--- config.mk ---
export PLATFORM = sky130hd
export DESIGN_NAME = isl_slave
export DESIGN_NICKNAME = d
export VERILOG_FILES = /design/src/hdl/isl_slave.v
export VERILOG_INCLUDE_DIRS = /design/src /design/src/hdl
export SDC_FILE = /design/constraint.sdc
export NUM_CORES = 1
export LEC_CHECK = 0
export ABC_AREA = 1
export CAP_MARGIN = 30
export CORE_UTILIZATION = 55
export DETAILED_ROUTE_END_ITERATION = 7
export DONT_BUFFER_PORTS = 1
export PLACE_DENSITY_LB_ADDON = 0.25
export SETUP_SLACK_MARGIN = 0.1
export SLEW_MARGIN = 20
export SYNTH_ARGS = -nofsm -noshare
export SYNTH_HDL_FRONTEND = slang
export SYNTH_HIERARCHICAL = 1
export SYNTH_SLANG_ARGS = --single-unit
--- constraint.sdc ---
create_clock -name i_clk -period 3 [get_ports i_clk]
set_clock_uncertainty 0.1 [all_clocks]
set_input_delay 0.3 -clock i_clk [delete_from_list [all_inputs] [get_ports i_clk]]
set_output_delay 0.3 -clock i_clk [all_outputs]
set_load 0.02 [all_outputs]
--- src/hdl/isl_regs.vh ---
// Constants for the two-wire serial slave engine.
// Assumes a 125 MHz system clock and the link clock at most 1/8 of it.
`ifndef ISL_REGS_VH
`define ISL_REGS_VH

// Bit positions inside the slave mode select field.
`define ISL_MODE_10BIT      0
`define ISL_MODE_STARTSTOP  1

// High address byte prefix for 10-bit addressing.
`define ISL_HI10_PREFIX     5'h1E

// Bit count within a byte: eight data bits, then the acknowledge bit.
`define ISL_BITS_DATA       4'h8
`define ISL_BITS_ACK        4'h9

// Pin filter: a new level is taken after this many equal samples.
`define ISL_FILT_LEN        3

// Receive buffer shape.
`define ISL_FIFO_WIDTH      8
`define ISL_FIFO_DEPTH      16
`define ISL_FIFO_AW         4

// Reset value of the own address register.
`define ISL_ADDR_RESET      8'h00

`endif

--- src/hdl/isl_slave.v ---
// Two-wire serial slave engine with a receive buffer.
// Assumes an external bus master, pull-ups on both lines and a link clock
// well below the system clock; software controls are same-clock signals.
`timescale 1ns/10ps
`include "isl_regs.vh"

module isl_fifo #(
  parameter WIDTH = `ISL_FIFO_WIDTH,
  parameter DEPTH = `ISL_FIFO_DEPTH,
  parameter AW    = `ISL_FIFO_AW
) (
  // Clock and reset.
  input  wire             i_clk,
  input  wire             i_rst,
  // Fill side.
  input  wire             i_wr_valid,
  output wire             o_wr_ready,
  input  wire [WIDTH-1:0] i_wr_data,
  // Drain side.
  output wire             o_rd_valid,
  input  wire             i_rd_ready,
  output wire [WIDTH-1:0] o_rd_data
);
  reg [WIDTH-1:0] mem_reg [0:DEPTH-1];
  reg [AW-1:0]    wr_ptr_reg;
  reg [AW-1:0]    rd_ptr_reg;
  reg [AW:0]      count_reg;
  wire            do_wr;
  wire            do_rd;

  // The count is widened to the parameter's width, so nothing is cut.
  assign o_wr_ready = (count_reg != DEPTH);
  assign o_rd_valid = (count_reg != {(AW+1){1'b0}});
  assign o_rd_data  = mem_reg[rd_ptr_reg];
  assign do_wr      = i_wr_valid & o_wr_ready;
  assign do_rd      = i_rd_ready & o_rd_valid;

  always @(posedge i_clk) begin
    if (do_wr) begin
      mem_reg[wr_ptr_reg] <= i_wr_data;
    end
    if (i_rst) begin
      wr_ptr_reg <= {AW{1'b0}};
      rd_ptr_reg <= {AW{1'b0}};
      count_reg  <= {(AW+1){1'b0}};
    end else begin
      if (do_wr) begin
        wr_ptr_reg <= wr_ptr_reg + 1'b1;
      end
      if (do_rd) begin
        rd_ptr_reg <= rd_ptr_reg + 1'b1;
      end
      if (do_wr && !do_rd) begin
        count_reg <= count_reg + 1'b1;
      end else if (do_rd && !do_wr) begin
        count_reg <= count_reg - 1'b1;
      end
    end
  end
endmodule // isl_fifo

module isl_slave (
  // Clock and reset.
  input  wire       i_clk,
  input  wire       i_rst,
  // Bus pins, open drain: enable high pulls the line low.
  input  wire       i_scl,
  output reg        o_scl_out,
  output reg        o_scl_oe,
  input  wire       i_sda,
  output reg        o_sda_out,
  output reg        o_sda_oe,
  // Configuration.
  input  wire [1:0] i_slave_mode_select,
  input  wire       i_stretch_enable,
  input  wire       i_address_hold_enable,
  input  wire       i_data_hold_enable,
  input  wire       i_buffer_overwrite_enable,
  input  wire       i_slave_collision_detect_enable,
  input  wire       i_ack_reply_value,
  // Software strobes.
  input  wire       i_own_address_wr,
  input  wire [7:0] i_own_address_data,
  input  wire       i_clock_release_set,
  input  wire       i_event_clear,
  input  wire       i_overflow_clear,
  input  wire       i_collision_clear,
  input  wire       i_tx_load,
  input  wire [7:0] i_tx_data,
  // Received byte stream.
  output wire       o_rx_valid,
  input  wire       i_rx_ready,
  output wire [7:0] o_rx_data,
  // Status.
  output reg  [7:0] o_own_address_reg,
  output reg        o_serial_event_flag,
  output reg        o_update_address_flag,
  output reg        o_receive_overflow_flag,
  output reg        o_bus_collision_flag,
  output reg        o_clock_release_bit,
  output reg        o_ack_phase_flag,
  output reg        o_master_ack_result,
  output reg        o_read_write_status,
  output reg        o_start_seen,
  output reg        o_stop_seen,
  output reg        o_buffer_full_flag
);
  localparam [2:0] ST_IDLE = 3'h0;
  localparam [2:0] ST_ADDR = 3'h1;
  localparam [2:0] ST_RXD  = 3'h2;
  localparam [2:0] ST_TXD  = 3'h3;

  function f_hi10;
    input [7:0] rx;
    input [7:0] own;
    begin
      f_hi10 = (rx[7:3] == `ISL_HI10_PREFIX) && (rx[2:1] == own[2:1]);
    end
  endfunction

  wire [1:0] line_lvl;
  wire [1:0] line_dly;
  reg  [2:0] st_reg;
  reg  [3:0] cnt_reg;
  reg  [7:0] sh_reg;
  reg  [7:0] tx_reg;
  reg        lo_phase_reg;
  reg        matched10_reg;
  reg        hold_reg;
  reg        ack_reg;
  reg        lo_hit_reg;
  reg        push_reg;
  reg  [7:0] push_data_reg;
  wire       fifo_ready;
  wire       scl_f;
  wire       sda_f;
  wire       scl_rise;
  wire       scl_fall;
  wire       start_det;
  wire       stop_det;
  wire       mode10;
  wire       hit7;
  wire       hit_lo;
  wire       is_addr;
  wire       hold_mode;
  wire       busy;
  wire       hold_req;
  genvar     g;

  // Index 0 is the clock line, index 1 the data line.
  generate
    for (g = 0; g < 2; g = g + 1) begin : g_pin
      wire       pin_in;
      reg  [1:0] sync_reg;
      reg  [1:0] filt_reg;
      reg        line_reg;
      reg        line_d_reg;
      assign pin_in      = (g == 0) ? i_scl : i_sda;
      assign line_lvl[g] = line_reg;
      assign line_dly[g] = line_d_reg;
      always @(posedge i_clk) begin
        if (i_rst) begin
          sync_reg   <= 2'h3;
          filt_reg   <= 2'h3;
          line_reg   <= 1'b1;
          line_d_reg <= 1'b1;
        end else begin
          sync_reg <= {sync_reg[0], pin_in};
          filt_reg <= {filt_reg[0], sync_reg[1]};
          // Glitches shorter than the filter span never reach the decoder.
          if (filt_reg == {2{sync_reg[1]}}) begin
            line_reg <= sync_reg[1];
          end
          line_d_reg <= line_reg;
        end
      end
    end
  endgenerate

  assign scl_f     = line_lvl[0];
  assign sda_f     = line_lvl[1];
  assign scl_rise  = scl_f & ~line_dly[0];
  assign scl_fall  = ~scl_f & line_dly[0];
  assign start_det = scl_f & line_dly[0] & ~sda_f & line_dly[1];
  assign stop_det  = scl_f & line_dly[0] & sda_f & ~line_dly[1];
  assign mode10    = i_slave_mode_select[`ISL_MODE_10BIT];
  assign hit7      = (sh_reg[7:1] == o_own_address_reg[7:1]);
  assign hit_lo    = (sh_reg == o_own_address_reg);
  assign is_addr   = (st_reg == ST_ADDR);
  assign hold_mode = is_addr ? i_address_hold_enable : i_data_hold_enable;
  assign busy      = !i_buffer_overwrite_enable &
                     (!fifo_ready | o_receive_overflow_flag);
  assign hold_req  = (!o_clock_release_bit && st_reg != ST_IDLE) ||
                     o_update_address_flag;

  always @(posedge i_clk) begin
    if (i_rst) begin
      o_buffer_full_flag <= 1'b0;
    end else begin
      o_buffer_full_flag <= !fifo_ready;
    end
  end

  always @(posedge i_clk) begin
    if (i_rst) begin
      st_reg                  <= ST_IDLE;
      cnt_reg                 <= 4'h0;
      sh_reg                  <= 8'h00;
      tx_reg                  <= 8'h00;
      lo_phase_reg            <= 1'b0;
      matched10_reg           <= 1'b0;
      hold_reg                <= 1'b0;
      ack_reg                 <= 1'b0;
      lo_hit_reg              <= 1'b0;
      push_reg                <= 1'b0;
      push_data_reg           <= 8'h00;
      o_scl_out               <= 1'b0;
      o_scl_oe                <= 1'b0;
      o_sda_out               <= 1'b0;
      o_sda_oe                <= 1'b0;
      o_own_address_reg       <= `ISL_ADDR_RESET;
      o_serial_event_flag     <= 1'b0;
      o_update_address_flag   <= 1'b0;
      o_receive_overflow_flag <= 1'b0;
      o_bus_collision_flag    <= 1'b0;
      o_clock_release_bit     <= 1'b1;
      o_ack_phase_flag        <= 1'b0;
      o_master_ack_result     <= 1'b0;
      o_read_write_status     <= 1'b0;
      o_start_seen            <= 1'b0;
      o_stop_seen             <= 1'b0;
    end else begin
      // Software clears come first so that a hardware set in the same
      // cycle, written further down, takes priority.
      push_reg <= 1'b0;
      if (i_event_clear) begin
        o_serial_event_flag <= 1'b0;
      end
      if (i_overflow_clear) begin
        o_receive_overflow_flag <= 1'b0;
      end
      if (i_collision_clear) begin
        o_bus_collision_flag <= 1'b0;
      end
      if (i_clock_release_set) begin
        o_clock_release_bit <= 1'b1;
      end
      if (i_own_address_wr) begin
        o_own_address_reg     <= i_own_address_data;
        o_update_address_flag <= 1'b0;
      end
      if (i_tx_load) begin
        tx_reg <= i_tx_data;
      end
      // The line is grabbed only once it is already low.
      if (hold_req) begin
        if (!scl_f) begin
          o_scl_oe <= 1'b1;
        end
      end else begin
        o_scl_oe <= 1'b0;
      end
      // Software picks the reply while the hold is in force.
      if (hold_reg && cnt_reg == `ISL_BITS_DATA) begin
        ack_reg  <= !i_ack_reply_value;
        o_sda_oe <= !i_ack_reply_value;
      end
      if (st_reg == ST_TXD && !scl_f && cnt_reg < `ISL_BITS_DATA) begin
        o_sda_oe <= !tx_reg[3'h7 - cnt_reg[2:0]];
      end

      if (start_det) begin
        st_reg           <= ST_ADDR;
        cnt_reg          <= 4'h0;
        lo_phase_reg     <= 1'b0;
        hold_reg         <= 1'b0;
        o_sda_oe         <= 1'b0;
        o_ack_phase_flag <= 1'b0;
        o_start_seen     <= 1'b1;
        o_stop_seen      <= 1'b0;
        if (i_slave_mode_select[`ISL_MODE_STARTSTOP]) begin
          o_serial_event_flag <= 1'b1;
        end
      end else if (stop_det) begin
        st_reg           <= ST_IDLE;
        matched10_reg    <= 1'b0;
        hold_reg         <= 1'b0;
        o_sda_oe         <= 1'b0;
        o_ack_phase_flag <= 1'b0;
        o_start_seen     <= 1'b0;
        o_stop_seen      <= 1'b1;
        if (i_slave_mode_select[`ISL_MODE_STARTSTOP]) begin
          o_serial_event_flag <= 1'b1;
        end
      end else if (scl_rise && st_reg != ST_IDLE) begin
        if (cnt_reg < `ISL_BITS_DATA) begin
          sh_reg  <= {sh_reg[6:0], sda_f};
          cnt_reg <= cnt_reg + 4'h1;
          // A released line seen low means someone else is driving it.
          if (st_reg == ST_TXD && !o_sda_oe && !sda_f) begin
            st_reg   <= ST_IDLE;
            o_sda_oe <= 1'b0;
            if (i_slave_collision_detect_enable) begin
              o_bus_collision_flag <= 1'b1;
            end
          end
        end else if (cnt_reg == `ISL_BITS_DATA) begin
          cnt_reg <= `ISL_BITS_ACK;
          if (st_reg == ST_TXD) begin
            o_master_ack_result <= sda_f;
          end
        end
      end else if (scl_fall && st_reg != ST_IDLE) begin
        if (cnt_reg == `ISL_BITS_DATA && st_reg == ST_TXD) begin
          // The master owns the data line for its acknowledge bit.
          o_sda_oe <= 1'b0;
        end else if (cnt_reg == `ISL_BITS_DATA) begin
          // Eighth falling edge of a received byte.
          if (is_addr && mode10 && lo_phase_reg) begin
            lo_hit_reg <= hit_lo;
            ack_reg    <= hit_lo & !busy;
            o_sda_oe   <= hit_lo & !busy;
            if (hit_lo) begin
              push_reg      <= 1'b1;
              push_data_reg <= sh_reg;
            end
          end else if (is_addr && (mode10 ? !(f_hi10(sh_reg, o_own_address_reg) &&
                       (!sh_reg[0] || matched10_reg)) : !hit7)) begin
            st_reg <= ST_IDLE;
            if (mode10) begin
              matched10_reg <= 1'b0;
            end
          end else begin
            if (fifo_ready) begin
              push_reg      <= 1'b1;
              push_data_reg <= sh_reg;
            end else if (!is_addr) begin
              o_receive_overflow_flag <= 1'b1;
            end
            if (is_addr) begin
              o_read_write_status <= sh_reg[0];
              if (mode10 && !sh_reg[0]) begin
                matched10_reg <= 1'b0;
              end
            end
            if (hold_mode) begin
              hold_reg            <= 1'b1;
              o_clock_release_bit <= 1'b0;
              o_serial_event_flag <= 1'b1;
              o_ack_phase_flag    <= 1'b1;
            end else begin
              ack_reg  <= !busy;
              o_sda_oe <= !busy;
            end
          end
        end else if (cnt_reg == `ISL_BITS_ACK) begin
          // Ninth falling edge: the acknowledge bit is over.
          cnt_reg          <= 4'h0;
          hold_reg         <= 1'b0;
          o_sda_oe         <= 1'b0;
          o_ack_phase_flag <= 1'b0;
          if (st_reg == ST_TXD) begin
            o_serial_event_flag <= 1'b1;
            if (o_master_ack_result) begin
              st_reg <= ST_IDLE;
            end else begin
              o_clock_release_bit <= 1'b0;
            end
          end else if (is_addr && mode10 && lo_phase_reg) begin
            o_serial_event_flag   <= 1'b1;
            o_update_address_flag <= 1'b1;
            matched10_reg         <= lo_hit_reg & ack_reg;
            st_reg                <= (lo_hit_reg & ack_reg) ? ST_RXD : ST_IDLE;
            if (lo_hit_reg && ack_reg && i_stretch_enable) begin
              o_clock_release_bit <= 1'b0;
            end
          end else if (!ack_reg) begin
            st_reg <= ST_IDLE;
          end else begin
            o_serial_event_flag <= 1'b1;
            if (is_addr && o_read_write_status) begin
              st_reg              <= ST_TXD;
              o_clock_release_bit <= 1'b0;
            end else if (is_addr && mode10) begin
              lo_phase_reg          <= 1'b1;
              o_update_address_flag <= 1'b1;
            end else begin
              st_reg <= ST_RXD;
              if (i_stretch_enable) begin
                o_clock_release_bit <= 1'b0;
              end
            end
          end
        end
      end
    end
  end

  isl_fifo #(
    .WIDTH (`ISL_FIFO_WIDTH),
    .DEPTH (`ISL_FIFO_DEPTH),
    .AW    (`ISL_FIFO_AW)
  ) u_fifo (
    .i_clk      (i_clk),
    .i_rst      (i_rst),
    .i_wr_valid (push_reg),
    .o_wr_ready (fifo_ready),
    .i_wr_data  (push_data_reg),
    .o_rd_valid (o_rx_valid),
    .i_rd_ready (i_rx_ready),
    .o_rd_data  (o_rx_data)
  );
endmodule // isl_slave

* Yosys cells after proc, flatten, opt, wreduce, memory -nomap -nowiden
Memories as Yosys holds them, arrays and structs flattened. A register that Yosys moved wholly into a read port is not among the register bits.
Index checks and enable logic that the tools add are counted.
** Storage, ports and cells
- Bits in registers :: 82
- Bits in latches :: 0
- RAM bits :: 128
- ROM bits :: 0
- Output and inout port bits :: 32
- Word-level logic and storage cells :: 328
- Memories :: 1
** Memories
- u_fifo.mem_reg :: words 16, width 8, read ports 1, clocked after Yosys merged registers in 1, write ports 1, line isl_slave.v:24 : reg [WIDTH-1:0] mem_reg [0:DEPTH-1];
** Operators by class
- Add/subtract/negate cells :: 6
- $mul :: 0
- Div/mod/pow operators :: 0
- Magnitude comparators :: 2
- Equal/unequal tests :: 39
- Shift-type cells :: 0
- Mux-type cells :: 150
- Bitwise operators :: 29
- Reductions and logical operators :: 65
** Operators with widths (count)
- $mux W1 :: 118
- $mux W3 :: 15
- $mux W4 :: 9
- $reduce_and A9 Y1 :: 4
- $mux W8 :: 4
- $reduce_and A11 Y1 :: 2
- $logic_and A1 B1 Y1 :: 20
- $ne A2 B2 Y1 const B :: 10
- $ne A4 B4 Y1 const B :: 4
- $not A1 Y1 :: 16
- $logic_not A1 Y1 :: 14
- $reduce_and A7 Y1 :: 2
- $reduce_bool A2 Y1 :: 7
- $add A4 B1 Y4 const B :: 3
- $and A1 B1 Y1 :: 12
- $reduce_and A6 Y1 :: 2
- $reduce_bool A3 Y1 :: 4
- $mux W5 :: 2
- $ne A5 B5 Y1 const B :: 2
- $reduce_bool A5 Y1 :: 2
- $ne A3 B3 Y1 const B :: 3
- $ne A9 B6 Y1 const B :: 1
- $eq A4 B4 Y1 const B :: 2
- $eq A8 B8 Y1 :: 1
- other kinds (26) :: 32

* Depth between registers and ports, before layout
- Depth in word-level cells :: 14
- Gate-level depth with buffers :: 14
- Depth with buffers taken out :: 13

* By module
The synthesis kept the hierarchy.
** By module, submodules not included
- isl_fifo :: times used 1, cells an instance 655, area each 6451.2 µm²
- isl_slave :: times used 1, cells an instance 456, area each 3343.2 µm²

* Worst setup path before layout
Ideal clock, no wire load.
- Kind :: register to register
- Start :: register u_fifo.count_reg[1]
- End :: register u_fifo.count_reg[4]
- Data arrival time :: 2.033 ns
- Data required time :: 2.785 ns
- Path slack :: 0.751 ns
- Cell stages (with the launch flop) :: 13
- Clock period less this slack :: 2.249 ns
- Path through :: dfxtp_1 nor2_1 nand3_2 nand2_1 inv_2 ha_1 inv_1 ha_1 or2_2 nand3_1 nand2_1 o21ai_0 inv_1
** Between the ends
- Word-level cells in the longest chain between the ends :: 5
** RTL lines
- start: declaration :: line isl_slave.v:27 : reg [AW:0] count_reg;
- start signal: assignment :: line isl_slave.v:45 : count_reg <= {(AW+1){1'b0}};
- start signal: assignment :: line isl_slave.v:54 : count_reg <= count_reg + 1'b1;
- start signal: assignment :: line isl_slave.v:56 : count_reg <= count_reg - 1'b1;
- $ne A5 B5 Y1 (*) :: line isl_slave.v:32 : assign o_wr_ready = (count_reg != DEPTH);
- via fifo_ready :: line isl_slave.v:134 : wire fifo_ready;
- $and A1 B1 Y1 (*) :: line isl_slave.v:35 : assign do_wr = i_wr_valid & o_wr_ready;
- via u_fifo.do_wr :: line isl_slave.v:28 : wire do_wr;
- $logic_not A1 Y1 :: line isl_slave.v:55 : end else if (do_rd && !do_wr) begin
- $logic_and A1 B1 Y1 :: line isl_slave.v:55
- $reduce_bool A2 Y1 (no line)
Mark *: on every way through the listed nets, which the timed path passes. The rest lies on a longest branch. The select of a mux whose other input is x is not followed.
A chain may end at the register's enable or synchronous reset.

==> flow_metrics.py <==
metrics = {
    "synthesis": {
        "syn_inst": 1111,
        "synth_area_leader_cell": "edfxtp_1",
        "yosys_warnings": 6,
        "synth.mux.area_fraction": 0,
        "ys_seq_area_frac": 0.566,
        "synth_top_area_share": 0.392,
        "synthSimpleGateAreaFrac": 0.244,
        "synthAdderAreaFrac": 0.0174,
        "synth.area.top_cells": "edfxtp_1 (39%), dfxtp_1 (17%), nand2_1 (10%)",
        "synth_top_family_by_area": "simple AND/OR/NAND/NOR gates",
        "synthXorXnorAreaFrac": 0.00626,
        "synth_seq_cells": 213,
        "syn_area_sq_um": 9790,
        "syn_avg_cell_area_sq_um": 8.82,
        "synth_compound_area_frac": 0.0708,
        "yosysUniqueCellTypes": 49,
    },
    "worst_setup_path": {
        "critical_path.max_stage_delay_ns": 1.03,
        "rr_startpoint": "u_fifo/count_reg[1]",
        "r2r_slack_ns": 0.53,
        "cp_num_buf_inv": 4,
        "critPathKind": "primary input to flop",
        "cp_cell_sequence": "dlygate4sd3_1, clkinv_1, buf_4, o21ai_0, nor2_1, dlygate4sd3_1",
        "critical_path.endpoint_type": "flop",
        "cp_top_family": "buffers and inverters",
        "ff2ff_path_depth": 12,
        "r2r-end": "u_fifo/count_reg[4]",
        "critPathRequiredTime_ns": 3.28,
        "crit_top_cell": "dlygate4sd3_1",
        "crit_cells": 6,
        "slowest_stage": "dlygate4sd3_1",
        "critPathLaunchType": "primary input",
        "path_max_fanout": 39,
        "critical_path_arrival_ns": 2.90,
    },
    "timing": {
        "tightest_slew_ns": 0.859,
        "fin_ws_ns": 0.382,
        "fin_tns_setup_ns": 0,
        "finalHoldViolCount": 0,
        "timing.final.crit_share": 0.873,
        "maxSlewViolCount": 0,
        "finalSetupViolCount": 0,
        "rsz0062_at_grt": "false",
        "slew_headroom": 0.425,
        "fmax_mhz": 382,
        "fin_crit_ns": 2.62,
    },
    "power": {
        "power_uw": 7000,
        "leakagePower_uw": 0.00475,
        "ir_drop_mv": 0.502,
        "powerDensity_nw_per_um2": 637,
    },
    "floorplan": {
        "die_w_microns": 135,
        "num_io_pins": 67,
        "core_area_sq_um": 17400,
        "dieArea_sq_um": 18300,
        "initial_core_util": 0.564,
        "rows": 48,
        "die_height_microns": 135,
    },
    "placed_design": {
        "place_ws_ns": 0.518,
        "dpl.hpwl_microns": 14300,
        "io_buffers": 0,
        "gp_congestion": 0.941,
    },
    "flow_run": {
        "maxCapViolations": 0,
    },
    "final_layout": {
        "drive_gt1_frac": 0.0911,
        "largest_reg_flops": 128,
        "fillers": 1404,
        "area_growth_pct": 12.1,
        "seqCellArea_sq_um": 5550,
        "diodes": 0,
        "fin_nets": 1185,
        "multiInputGateArea_sq_um": 3320,
    },
    "detailed_routing": {
        "drt_wl_total_microns": 22300,
        "first_pass_iters": 5,
        "vias": 7393,
        "antenna_left": 0,
        "post_drt_wl_per_cell_microns": 16.2,
        "drcViolationCount": 0,
        "vias_per_cell": 5.37,
        "drt_iter0_drc": 482,
    },
    "clock_network": {
        "clk_latency_ns": 0.50,
        "path_clk_slew_ns": 0.06,
        "cts_resized": 0,
        "cts_root_buffer": "clkbuf_16",
        "cts_setup_buffers": 0,
        "cts_sinks": 213,
        "cts_tree": "built",
        "cts_made_buffers": 22,
        "cts_buffer_depth": 3,
        "htreeDepth": 1,
    },
    "hold_path": {
        "min-delay-start": "i_tx_load",
        "hold_end": "tx_reg[0]",
        "whs_path_depth": 2,
        "hp-class": "primary input to flop",
    },
    "grt": {
        "first_global_vias": 7057,
        "grt_overflow": 0,
        "grt_pass1_wl_microns": 35200,
        "grt_max_degree": 65,
        "groute.usage.overall": 0.248,
        "antenna_found_initial": 0,
    },
    "outcome": {
        "status": "completed",
    },
}
## stage by stage
step | utilization | instances | cell area, sq um | hold slack, ns
after detailed placement | 0.570 | 1306 | 9900 | 0.273
after global placement | 0.570 | 1306 | 9900 | 0.271
after global routing | 0.633 | 1378 | 11000 | 0.0416
after floorplan | - | 1112 | 9800 | 0.269
after CTS | 0.633 | 1378 | 11000 | 0.00171
final | 0.633 | 1378 | 11000 | 0.00863
## cells by family (layout without fill, tap and decap cells)
family          count (synthesis)  in the layout
fa+ha+maj                      13             13
simple gates                  534            534
buf+inv                       218            259
flops                         213            213
compound gates                125            125
xor+xnor                        7              7
other cells                     1              2
## synth_stat cells (all sizes together)
library cell and count:
a21oi 52, a22oi 1, a31o 2, a31oi 1
buf 29, clkbuf 9, clkinv 1, conb 1
dfxtp 85, edfxtp 128, fa 1, ha 12
inv 179, nand2 280, nand3 133, nand4 5
nor2 91, nor3 14, nor4 2, o2111ai 1
o211ai 3, o21ai 54, o21ba 1, o21bai 3
o221a 1, o22ai 2, o2bb2ai 1, o31ai 2
o41ai 1, or2 9, xnor2 3, xor2 4
## what timing repair did
action	4_1_cts	5_1_grt
endpoints found under the setup margin	0	0
hold buffers	32	0
endpoints found under the hold margin	51	0
## final cells by class
type | instances | area share
clock buffers | 28 | 0.0588
clock inverters | 12 | 0.0105
inverters | 180 | 0.0620
multi-input cells | 681 | 0.303
flip-flops and latches | 213 | 0.505
well taps | 225 | 0.0256
repair buffers | 39 | 0.0351
## worst max path at each step
stage | from | endpoint | slack (ns)
final | i_rst | tx_reg[1] | 0.38
after global routing | i_rst | tx_reg[6] | 0.18
after CTS | i_rst | tx_reg[6] | 0.41
after detailed placement | u_fifo/count_reg[1] | u_fifo/count_reg[4] | 0.52
after global placement | u_fifo/count_reg[1] | u_fifo/count_reg[4] | 0.60
after floorplan | u_fifo/count_reg[1] | u_fifo/count_reg[4] | 0.75
## where the power goes
part | total, uW | internal [uW] | switching, uW | leakage (uW)
Clock | 2810 | 1700 | 1110 | 0.000382
Sequential | 3180 | 3120 | 58.2 | 0.00157
Combinational | 1000 | 312 | 689 | 0.00280
## cell usage in the layout (no fill, tap or decap), types with 3 or more instances in the layout
master	count
o21ai_0	49
nand4_1	5
dlygate4sd3_1	32
clkinv_1	3
nor2_4	4
or2_2	9
xor2_1	4
clkbuf_8	3
nand2_2	5
nand3_1	129
o211ai_1	3
nor2_1	80
ha_1	12
a21oi_1	50
o21bai_1	3
dfxtp_1	84
nand2_4	3
nor2_2	6
nor3_1	10
inv_2	16
clkbuf_16	24
edfxtp_1	128
clkinv_2	6
buf_4	6
xnor2_1	3
nand2_1	272
inv_1	162
o21ai_1	4
## layer usage
| layer | vias to the layer above | wire length [microns] | share of wire | global-route usage |
|---|---|---|---|---|
| met2 | 235 | 11000 | 0.49 | 0.419 |
| met4 | 0 | 683 | 0.031 | 0.0961 |
| li1 | 3655 | - | - | - |
| met3 | 54 | 1340 | 0.060 | 0.0385 |
| met5 | - | 0 | 0 | 0 |
| met1 | 3449 | 9330 | 0.42 | 0.319 |
Power figures use the tool's default switching activity.
